[src/rtl/vcc_consts.vh]
// Constants of the voice codec control block: offsets, fields, resets, timing
`ifndef VCC_CONSTS_VH
`define VCC_CONSTS_VH

// ****************************************************************
// Register offsets
// ****************************************************************
`define VCC_ADDR_GAIN_ONE      3'h0
`define VCC_ADDR_GAIN_TWO      3'h1
`define VCC_ADDR_IFACE_CTRL    3'h3
`define VCC_ADDR_CODEC_TWO     3'h4
`define VCC_ADDR_STATUS        3'h5

// ****************************************************************
// Field positions
// ****************************************************************
`define VCC_TXG_LSB            0
`define VCC_RXG_LSB            4
`define VCC_STG_LSB            0
`define VCC_ST_EN_BIT          3
`define VCC_LAW_BIT            0
`define VCC_SMAG_BIT           1
`define VCC_BUS_MODE_BIT       0
`define VCC_CHAN_LSB           3

// ****************************************************************
// Reset values
// ****************************************************************
`define VCC_RST_GAIN_ONE       8'h00
`define VCC_RST_GAIN_TWO       8'h00
`define VCC_RST_CODEC_TWO      8'h00
`define VCC_RST_IFACE_CTRL     8'h00

// ****************************************************************
// Timing and coding
// ****************************************************************
`define VCC_SLOT_BITS          4'h8
`define VCC_FRAME_HALF_BITS    9'h1ff
`define VCC_DLY_FRAME_HALF     9'h40
`define VCC_MU_MAG_MASK        8'h7f
`define VCC_A_MASK             8'h55
`define VCC_FIFO_WIDTH         8
`define VCC_FIFO_DEPTH         8
`define VCC_FIFO_AW            3

`endif

[src/rtl/vcc_fifo.v]
// Synchronous FIFO with valid/ready handshake on both sides
`timescale 1ns/1ns
module vcc_fifo #(
  parameter WIDTH = 8,
  parameter DEPTH = 8,
  parameter AW    = 3
) (
  // Clock and reset
  input  wire             sys_clk,
  input  wire             reset_n,
  // Fill side
  input  wire [WIDTH-1:0] in_data,
  input  wire             in_valid,
  output reg              in_ready,
  // Drain side
  output wire [WIDTH-1:0] out_data,
  output reg              out_valid,
  input  wire             out_ready
);

  reg [WIDTH-1:0] mem [0:DEPTH-1];  // Storage words
  reg [AW-1:0]    wr_ptr;           // Write index
  reg [AW-1:0]    rd_ptr;           // Read index
  reg [AW:0]      count;            // Words held
  wire            push;             // Accepted write
  wire            pop;              // Accepted read
  reg  [AW:0]     next_count;       // Count after this cycle

  assign push     = in_valid & in_ready;
  assign pop      = out_valid & out_ready;
  assign out_data = mem[rd_ptr];

  // Next occupancy
  always @* begin
    next_count = count;
    if (push & ~pop) begin
      next_count = count + {{AW{1'b0}}, 1'b1};
    end else if (pop & ~push) begin
      next_count = count - {{AW{1'b0}}, 1'b1};
    end
  end

  // Storage has no reset; only the flags and pointers need one
  always @(posedge sys_clk) begin
    if (push) begin
      mem[wr_ptr] <= in_data;
    end
  end

  // Pointers and registered full/empty flags
  always @(posedge sys_clk or negedge reset_n) begin
    if (!reset_n) begin
      wr_ptr    <= {AW{1'b0}};
      rd_ptr    <= {AW{1'b0}};
      count     <= {(AW+1){1'b0}};
      in_ready  <= 1'b1;
      out_valid <= 1'b0;
    end else begin
      if (push) begin
        wr_ptr <= (wr_ptr == DEPTH[AW-1:0] - {{(AW-1){1'b0}}, 1'b1}) ? {AW{1'b0}}
                  : wr_ptr + {{(AW-1){1'b0}}, 1'b1};
      end
      if (pop) begin
        rd_ptr <= (rd_ptr == DEPTH[AW-1:0] - {{(AW-1){1'b0}}, 1'b1}) ? {AW{1'b0}}
                  : rd_ptr + {{(AW-1){1'b0}}, 1'b1};
      end
      count     <= next_count;
      in_ready  <= (next_count != DEPTH[AW:0]);
      out_valid <= (next_count != {(AW+1){1'b0}});
    end
  end

endmodule // vcc_fifo

[src/rtl/vcc_top.v]
// Voice codec control: PCM link, gain and law registers, cascade pulse
`timescale 1ns/1ns
`include "vcc_consts.vh"
module vcc_top (
  // Clock and reset
  input  wire       sys_clk,
  input  wire       reset_n,
  // Register port
  input  wire [2:0] reg_addr,
  input  wire [7:0] reg_wdata,
  input  wire       reg_wr,
  input  wire       reg_rd,
  output reg  [7:0] reg_rdata,
  // PCM link pins
  input  wire       master_clock_input,
  input  wire       slot_strobe_frame_pulse_in,
  input  wire       pcm_data_in,
  output reg        pcm_data_out,
  output reg        pcm_data_oe_n,
  output reg        delayed_strobe_pulse_out,
  // Law select pin
  input  wire       law_select_pin,
  // Transmit samples in sign-magnitude form
  input  wire [7:0] tx_sample,
  input  wire       tx_sample_valid,
  output wire       tx_sample_ready,
  // Received samples in sign-magnitude form
  output reg  [7:0] rx_sample,
  output reg        rx_sample_valid,
  // Controls toward the analog sections
  output reg  [2:0] tx_filter_gain_field,
  output reg  [2:0] rx_filter_gain_field,
  output reg  [2:0] sidetone_gain_field,
  output reg        sidetone_enable,
  output reg        alaw_active,
  output reg        coding_scheme_select,
  output reg        strobed_timeslot_mode
);

  // ****************************************************************
  // Code conversion
  // ****************************************************************

  // Maps sign-magnitude to line code; each mapping is its own inverse
  function [7:0] vcc_code;
    input [7:0] smag;
    input       smag_mode;
    input       alaw;
    begin
      if (smag_mode) begin
        vcc_code = smag;
      end else if (alaw) begin
        vcc_code = smag ^ `VCC_A_MASK;
      end else begin
        vcc_code = smag ^ `VCC_MU_MAG_MASK;
      end
    end
  endfunction

  // ****************************************************************
  // Registers
  // ****************************************************************

  reg  [7:0] gain_control_one;    // Transmit and receive gain
  reg  [7:0] gain_control_two;    // Side-tone gain and enable
  reg  [7:0] codec_control_two;   // Law and coding scheme
  reg  [7:0] interface_control;   // Port mode and bus channel
  wire       bus_mode;            // Frame-pulse bus mode selected
  wire [4:0] bus_channel;         // Channel used in bus mode
  wire       law_eff;             // Effective A-law selection
  wire [7:0] status_word;         // Live status bits

  assign bus_mode    = interface_control[`VCC_BUS_MODE_BIT];
  assign bus_channel = interface_control[`VCC_CHAN_LSB+4:`VCC_CHAN_LSB];
  assign law_eff     = codec_control_two[`VCC_LAW_BIT] | law_select_pin;

  // Register writes; reset restores the power-up defaults
  always @(posedge sys_clk or negedge reset_n) begin
    if (!reset_n) begin
      gain_control_one  <= `VCC_RST_GAIN_ONE;
      gain_control_two  <= `VCC_RST_GAIN_TWO;
      codec_control_two <= `VCC_RST_CODEC_TWO;
      interface_control <= `VCC_RST_IFACE_CTRL;
    end else if (reg_wr) begin
      case (reg_addr)
        `VCC_ADDR_GAIN_ONE: begin
          gain_control_one <= reg_wdata;
        end
        `VCC_ADDR_GAIN_TWO: begin
          gain_control_two <= reg_wdata;
        end
        `VCC_ADDR_IFACE_CTRL: begin
          interface_control <= reg_wdata;
        end
        `VCC_ADDR_CODEC_TWO: begin
          codec_control_two <= reg_wdata;
        end
        default: begin
          // Unmapped writes are dropped
        end
      endcase
    end
  end

  // Read data, registered one cycle after the strobe; unmapped reads as zero
  // Status reads have no side effects, so polling them is safe
  always @(posedge sys_clk or negedge reset_n) begin
    if (!reset_n) begin
      reg_rdata <= 8'h00;
    end else if (reg_rd) begin
      case (reg_addr)
        `VCC_ADDR_GAIN_ONE:   reg_rdata <= gain_control_one;
        `VCC_ADDR_GAIN_TWO:   reg_rdata <= gain_control_two;
        `VCC_ADDR_IFACE_CTRL: reg_rdata <= interface_control;
        `VCC_ADDR_CODEC_TWO:  reg_rdata <= codec_control_two;
        `VCC_ADDR_STATUS:     reg_rdata <= status_word;
        default:              reg_rdata <= 8'h00;
      endcase
    end
  end

  // Analog control outputs follow the registers one cycle later
  // The one-cycle lag keeps these outputs straight off flip-flops
  always @(posedge sys_clk or negedge reset_n) begin
    if (!reset_n) begin
      tx_filter_gain_field  <= 3'h0;
      rx_filter_gain_field  <= 3'h0;
      sidetone_gain_field   <= 3'h0;
      sidetone_enable       <= 1'b0;
      alaw_active           <= 1'b0;
      coding_scheme_select  <= 1'b0;
      strobed_timeslot_mode <= 1'b1;
    end else begin
      tx_filter_gain_field  <= gain_control_one[`VCC_TXG_LSB+2:`VCC_TXG_LSB];
      rx_filter_gain_field  <= gain_control_one[`VCC_RXG_LSB+2:`VCC_RXG_LSB];
      sidetone_gain_field   <= gain_control_two[`VCC_STG_LSB+2:`VCC_STG_LSB];
      sidetone_enable       <= gain_control_two[`VCC_ST_EN_BIT];
      alaw_active           <= law_eff;
      coding_scheme_select  <= codec_control_two[`VCC_SMAG_BIT];
      strobed_timeslot_mode <= ~bus_mode;
    end
  end

  // ****************************************************************
  // Transmit buffer
  // ****************************************************************

  wire [7:0] fifo_data;     // Head sample
  wire       fifo_valid;    // Head sample present
  reg        fifo_pop;      // Take head at slot start

  vcc_fifo #(
    .WIDTH (`VCC_FIFO_WIDTH),
    .DEPTH (`VCC_FIFO_DEPTH),
    .AW    (`VCC_FIFO_AW)
  ) u_tx_fifo (
    .sys_clk   (sys_clk),
    .reset_n   (reset_n),
    .in_data   (tx_sample),
    .in_valid  (tx_sample_valid),
    .in_ready  (tx_sample_ready),
    .out_data  (fifo_data),
    .out_valid (fifo_valid),
    .out_ready (fifo_pop)
  );

  // ****************************************************************
  // Link clock edges
  // ****************************************************************

  reg  mclk_q;    // Previous master clock level
  wire mclk_rise; // Bit clock rising edge
  wire mclk_fall; // Bit clock falling edge

  assign mclk_rise = master_clock_input & ~mclk_q;
  assign mclk_fall = ~master_clock_input & mclk_q;

  // Link pins are synchronous to sys_clk, so one stage suffices for edges
  // Each master clock level must last one sys_clk, or an edge is lost
  always @(posedge sys_clk or negedge reset_n) begin
    if (!reset_n) begin
      mclk_q <= 1'b0;
    end else begin
      mclk_q <= master_clock_input;
    end
  end

  // ****************************************************************
  // Slot timing
  // ****************************************************************

  reg  [8:0] half_cnt;     // Bus mode: master clock rises since frame
  reg        in_slot;      // Own slot is active
  reg  [3:0] tx_cnt;       // Bits driven in this slot
  reg  [3:0] rx_cnt;       // Bits sampled in this slot
  reg  [7:0] tx_shift;     // Outgoing line code
  reg  [7:0] rx_shift;     // Incoming line code
  reg  [3:0] dly_cnt;      // Delayed strobe bits left
  wire       bus_slot;     // Bus counter inside own channel
  wire       slot_req;     // Slot request for the current mode
  wire [7:0] quiet_smag;   // Negative zero, sent when starved
  wire [7:0] tx_line;      // Line code loaded at slot start

  assign quiet_smag = 8'h00;
  assign tx_line    = vcc_code(fifo_valid ? fifo_data : quiet_smag,
                               codec_control_two[`VCC_SMAG_BIT], law_eff);
  // Bus bit index is half_cnt/2; own channel covers eight of them
  assign bus_slot   = (half_cnt[8:4] == bus_channel);
  assign slot_req   = bus_mode ? bus_slot : slot_strobe_frame_pulse_in;
  assign status_word = {5'h00, in_slot, fifo_valid, law_eff};

  // Bus frame counter, restarted by the active-low frame pulse
  // It also runs in strobe mode, where the low strobe keeps clearing it;
  // only bus mode reads it, so that extra activity is harmless
  always @(posedge sys_clk or negedge reset_n) begin
    if (!reset_n) begin
      half_cnt <= 9'h000;
    end else if (mclk_rise) begin
      if (!slot_strobe_frame_pulse_in) begin
        half_cnt <= 9'h000;
      end else if (half_cnt == `VCC_FRAME_HALF_BITS) begin
        half_cnt <= 9'h000;
      end else begin
        half_cnt <= half_cnt + 9'h001;
      end
    end
  end

  // Transmit shifter: one byte per frame, bits change on the rise
  always @(posedge sys_clk or negedge reset_n) begin
    if (!reset_n) begin
      in_slot       <= 1'b0;
      tx_cnt        <= 4'h0;
      tx_shift      <= 8'h00;
      pcm_data_out  <= 1'b0;
      pcm_data_oe_n <= 1'b1;
      fifo_pop      <= 1'b0;
    end else begin
      fifo_pop <= 1'b0;
      if (mclk_rise && (!bus_mode || !half_cnt[0])) begin
        if (slot_req && !in_slot) begin
          // Slot start: load the next sample, or the quiet code if starved
          in_slot       <= 1'b1;
          tx_cnt        <= 4'h1;
          // The MSB leaves now, so the shifter keeps only the other seven bits
          tx_shift      <= {tx_line[6:0], 1'b0};
          pcm_data_out  <= tx_line[7];
          pcm_data_oe_n <= 1'b0;
          fifo_pop      <= fifo_valid;
        end else if (slot_req && tx_cnt != `VCC_SLOT_BITS) begin
          tx_cnt        <= tx_cnt + 4'h1;
          pcm_data_out  <= tx_shift[7];
          tx_shift      <= {tx_shift[6:0], 1'b0};
        end else begin
          // Outside the slot the line is released for other devices
          pcm_data_oe_n <= 1'b1;
          in_slot       <= slot_req;
          tx_cnt        <= slot_req ? tx_cnt : 4'h0;
        end
      end
    end
  end

  // Receive shifter: bits sampled on the fall inside the slot
  // A slot cut short by the strobe leaves the count short and hands nothing
  // over, which is safer than passing on a torn byte
  always @(posedge sys_clk or negedge reset_n) begin
    if (!reset_n) begin
      rx_cnt          <= 4'h0;
      rx_shift        <= 8'h00;
      rx_sample       <= 8'h00;
      rx_sample_valid <= 1'b0;
    end else begin
      rx_sample_valid <= 1'b0;
      if (mclk_fall && (!bus_mode || half_cnt[0])) begin
        if (in_slot && rx_cnt != `VCC_SLOT_BITS) begin
          rx_shift <= {rx_shift[6:0], pcm_data_in};
          rx_cnt   <= rx_cnt + 4'h1;
          if (rx_cnt == `VCC_SLOT_BITS - 4'h1) begin
            rx_sample       <= vcc_code({rx_shift[6:0], pcm_data_in},
                                        codec_control_two[`VCC_SMAG_BIT], law_eff);
            rx_sample_valid <= 1'b1;
          end
        end else if (!in_slot) begin
          rx_cnt <= 4'h0;
        end
      end
    end
  end

  // ****************************************************************
  // Cascade pulse
  // ****************************************************************

  // Strobe mode: eight bit-wide high strobe once the input strobe drops.
  // Bus mode: active-low pulse one bus clock wide, four channels later.
  always @(posedge sys_clk or negedge reset_n) begin
    if (!reset_n) begin
      dly_cnt                  <= 4'h0;
      delayed_strobe_pulse_out <= 1'b0;
    end else if (bus_mode) begin
      dly_cnt <= 4'h0;
      // Active low, idling high from the first bus clock fall on
      if (mclk_fall) begin
        delayed_strobe_pulse_out <=
          (half_cnt != `VCC_DLY_FRAME_HALF - 9'h001);
      end
    end else if (mclk_rise) begin
      if (in_slot && !slot_strobe_frame_pulse_in) begin
        dly_cnt                  <= `VCC_SLOT_BITS - 4'h1;
        delayed_strobe_pulse_out <= 1'b1;
      end else if (dly_cnt != 4'h0) begin
        dly_cnt <= dly_cnt - 4'h1;
      end else begin
        delayed_strobe_pulse_out <= 1'b0;
      end
    end
  end

endmodule // vcc_top

[config.mk]
export PLATFORM = sky130hd
export DESIGN_NAME = vcc_top
export DESIGN_NICKNAME = d
export VERILOG_FILES = /design/src/rtl/vcc_fifo.v /design/src/rtl/vcc_top.v
export VERILOG_INCLUDE_DIRS = /design/src /design/src/rtl
export SDC_FILE = /design/constraint.sdc
export NUM_CORES = 1
export LEC_CHECK = 0
export BUFFER_PORTS_ARGS = -buffer_cell sky130_fd_sc_hd__buf_2
export CORE_ASPECT_RATIO = 1.25
export CORE_MARGIN = 4
export CORE_UTILIZATION = 50
export DETAILED_ROUTE_END_ITERATION = 8
export GPL_TIMING_DRIVEN = 0
export PLACE_DENSITY = 0.68
export SLEW_MARGIN = 20
export SYNTH_ARGS = -nofsm -noshare
export SYNTH_HDL_FRONTEND = slang
export SYNTH_SLANG_ARGS = --single-unit
[constraint.sdc]
create_clock -name sys_clk -period 3 [get_ports sys_clk]
set_clock_uncertainty 0.15 [all_clocks]
set_input_delay 0.45 -clock sys_clk [delete_from_list [all_inputs] [get_ports sys_clk]]
set_output_delay 0.45 -clock sys_clk [all_outputs]
set_load 0.005 [all_outputs]
==> metrics.md <==
| Metric | Value |
|---|---|
| Post-Syn Area | 7810 µm² |
| DRT antenna net count | 0 |
| Most numerous cell in the Yosys netlist | dfrtp_1 |
| GPL Wtd Cong | 0.801 |
| Post-synth top cells | 112 x dfrtp_1, 64 x edfxtp_1, 56 x mux2_2 |
| Pin count of the biggest net entering global routing | 83 |
| Mapped Cells | around 600 |
| Nets | 725 |
| GRT Util Overall | 18.8% |
| Power, Total | 7.56 mW |
| Final core area utilization | 59.8% |
| Reg2Reg Launch Point | u_tx_fifo.in_ready |
| DR top layer | met4 |
| Vias | roughly 5100 |
| Final setup TNS | 0 ns |
| Worst path cell trace | dlygate4sd3_1 > buf_2 > nor2b_1 > nand2_1 > clkbuf_1 > nor3_2 > a211oi_1 |
| Detailed Routing Iterations Pass 1 | 4 |
| Leak | 3.75 nW |
| Syn avg cell area | approximately 13 µm² |
| Setup ws final | 0.458 ns |
| # rows | 50 |
| Clock Power Share | 30.5% |
| Wirelength per Cell | 17.3 µm |
| CTS tree | done |
| Total grt overflow | 0 |
| VDD IR max | 0.480 mV |
| Placeable Area | 15100 µm² |
| Fmax | 0.393 GHz |
| Crit end category | register |
| EDFF count, synth | 64 |
| Hold path depth | 2 |
| Layout area overhead | 15.9% |
| DRT iter0 DRCs | 380 |
| Post-Syn Nets | 642 |
| First-pass GRT wire length | 26400 µm |
| H-Tree Level Count | 4 |
| Die Wd | 120 µm |
| Met3 Wirelength | 618 µm |
| R2R Path End | u_tx_fifo.mem[4][5] |
| Root buf cell | clkbuf_16 |
| IO Pins | between 60 and 70 |
| Cell area power density | 836 nW/µm² |
| Synth warn | 0 |
| Fillers | approximately 1200 |
| Count of different cell masters after synthesis | 51 |
| R2R setup slack | roughly 0.62 ns |
| #FFs+latches synth | 179 |
| Final HPWL DP | 10800 µm |
| Power share of the combinational group | between 20% and 30% |
| Routed wire length | 15600 µm |
| Int Pwr | 5.34 mW |
| RSZ-0062 raised after global routing | no |
| Setup WS pre-CTS | 0.544 ns |
| Type of the most critical hold path | in2reg |
| Slowest CP cell | dlygate4sd3_1 |
| Slowest cell delay on critical path | 0.52 ns |
| Slew Limit Fails | 0 |
| Register area share after synthesis | between 60% and 70% |
| CTS Buffer Depth | 2 |
| Layout cells sized above 1 | between 20% and 30% |
| Buf/Inv on CP | 3 |
| Slew Limit Headroom | a little over a third |
| Clock latency on the worst-skew pair | 0.43 ns |
| Startpoint Class | input pin |
| Seq pwr share | 45.2% |
| Share of the synthesized area in the top cell type | between 30% and 40% |
| Required @ worst endpoint | 3.12 ns |
| Resized cells post-CTS | 0 |
| MaxCap Viol Count | 0 |
| Cell count of the worst reg-to-reg path | 3 |
| Leading area contributor after synthesis | dfrtp_1 |
| Metal1 wirelength | around 6400 µm |
| Ys flop type | dfrtp_1 |
| Net Sw Frac | 29.4% |
| Worst Hold End | rx_shift[0] |
| Data arrival, critical path | 2.67 ns |
| Worst Hold Launch | pcm_data_in |
| Met2 Wirelength | 8350 µm |
| Clock Sinks | 179 |
| Synth area leaders | dfrtp_1 36%, edfxtp_1 25%, mux2_2 8.1%, o21ai_0 2.3%, ha_1 2.1% |
| Drt via density | between 5 and 6 |
| Initial antenna violation count | 0 |
| Initial Utilization | 51.6% |
| Ant. Diodes | 0 |
| Status | finished, final reports clean |
| Chip height | 148 µm |
| Die area | 17700 µm² |
| Worst-Margin Slew | 0.953 ns |
| Port bufs | between 60 and 70 |
| P_sw | 2.23 mW |
| Number of global-route vias before repair | 5227 |
| Clk pin slew, worst setup/hold paths | ~0.060 ns |
| CP delay by family, top | simple AND/OR/NAND/NOR gates |
| Crit path kind | in2reg |
| Final-report hold violation count | 0 |
| Post-layout minimum cycle time | 2.54 ns |
| Async S/R FF share, synth | 64.2% |
| Total CTS buffers | 17 |
| Final setup fails | 0 |
| Final cycle utilization of the critical path | between 80% and 90% |
| Crit Path Max Fanout | 10 |
| Drt drc | 0 |
## sequential cells by signal, indices dropped and copies added, names as in the netlist, 7 cells and up
| name | count |
|---|---|
| half_cnt | 9 |
| rx_shift | 7 |
| gain_control_two | 8 |
| tx_shift | 7 |
| gain_control_one | 8 |
| interface_control | 8 |
| u_tx_fifo.mem | 64 |
| codec_control_two | 8 |
| reg_rdata | 8 |
| rx_sample | 8 |
## placed cells by master, fill, tap and decap left out, types with 5 or more instances in the layout
cell type  instances
dfrtp_1          112
buf_2             67
edfxtp_1          64
mux2_2            56
nand2_1           41
o21ai_0           36
nor2_1            29
a21oi_1           28
inv_1             24
clkbuf_16         17
xnor2_1           14
clkbuf_1          13
ha_1              13
nand3_1           11
o22ai_1           11
nor2b_1           11
xor2_1             9
and3_1             9
nor3_1             9
a211oi_1           9
nand2b_1           8
nor4_1             8
mux2i_1            7
mux4_1             6
a22oi_1            5
nand4_1            5
mux4_2             5
a22o_1             5
## worst max-delay path by stage
stage,from,endpoint,slack (ns),cells after the start
6_report,master_clock_input,tx_shift[2],0.46,7
3_5_place_dp,master_clock_input,tx_shift[3],0.54,6
3_3_place_gp,reset_n,u_tx_fifo.count[0],0.02,1
2_1_floorplan,u_tx_fifo.in_ready,u_tx_fifo.mem[0][0],0.86,3
4_1_cts,master_clock_input,tx_shift[3],0.51,7
5_1_grt,master_clock_input,tx_shift[7],0.19,7
## power by group through the flow
stage | Sequential [mW] | Combinational [mW] | Clock, mW
floorplan | 3.37 | 1.33 | 0
global placement | 3.42 | 1.77 | 0
detailed placement | 3.46 | 1.84 | 0
CTS | 3.42 | 1.86 | 2.34
global route | 3.48 | 2.06 | 2.47
finish | 3.42 | 1.84 | 2.31
## what timing repair did
| item | 4_1_cts | 5_1_grt |
|---|---|---|
| hold buffers | 2 | 0 |
| buffers inserted | 0 | 0 |
| endpoints found under the hold margin | 34 | 0 |
## stage by stage
step           cells  cell area (µm²)  hold slack (ns)
6_report         905             9050            0.131
5_1_grt          905             9050            0.127
4_1_cts          905             9050            0.114
3_5_place_dp     871             8420            0.212
3_3_place_gp     870             8370            0.231
2_1_floorplan    601             7810          0.00441
## kinds of logic (layout without fill, tap and decap cells)
logic type      count (synthesis)  count (layout)  synth area share, %
compound gates                116             116                 9.26
xor+xnor                       23              23                 2.58
flops                         179             179                 61.5
simple gates                  148             148                 9.41
fa+ha+maj                      13              13                 2.08
buf+inv                        48             144                 2.71
mux                            74              74                 12.4
## routing by layer
metal	vias up	global-route usage (%)
met5	-	0
met4	0	6.36
met3	21	3.75
met2	114	33.8
met1	2562	22.7
li1	2375	-
## final cells by class
type                            count  area [µm²]  share of cell area (%)
Sequential cell                   179        4800                    53.1
Multi-Input combinational cell    374        2800                    31.0
Clock buffer                       18         429                    4.74
Timing Repair Buffer               64         359                    3.97
Tap cell                          208         260                    2.88
Clock inverter                     14         183                    2.02
Buffer                             23         118                    1.30
Inverter                           25        93.8                    1.04
Power figures use the tool's default switching activity.
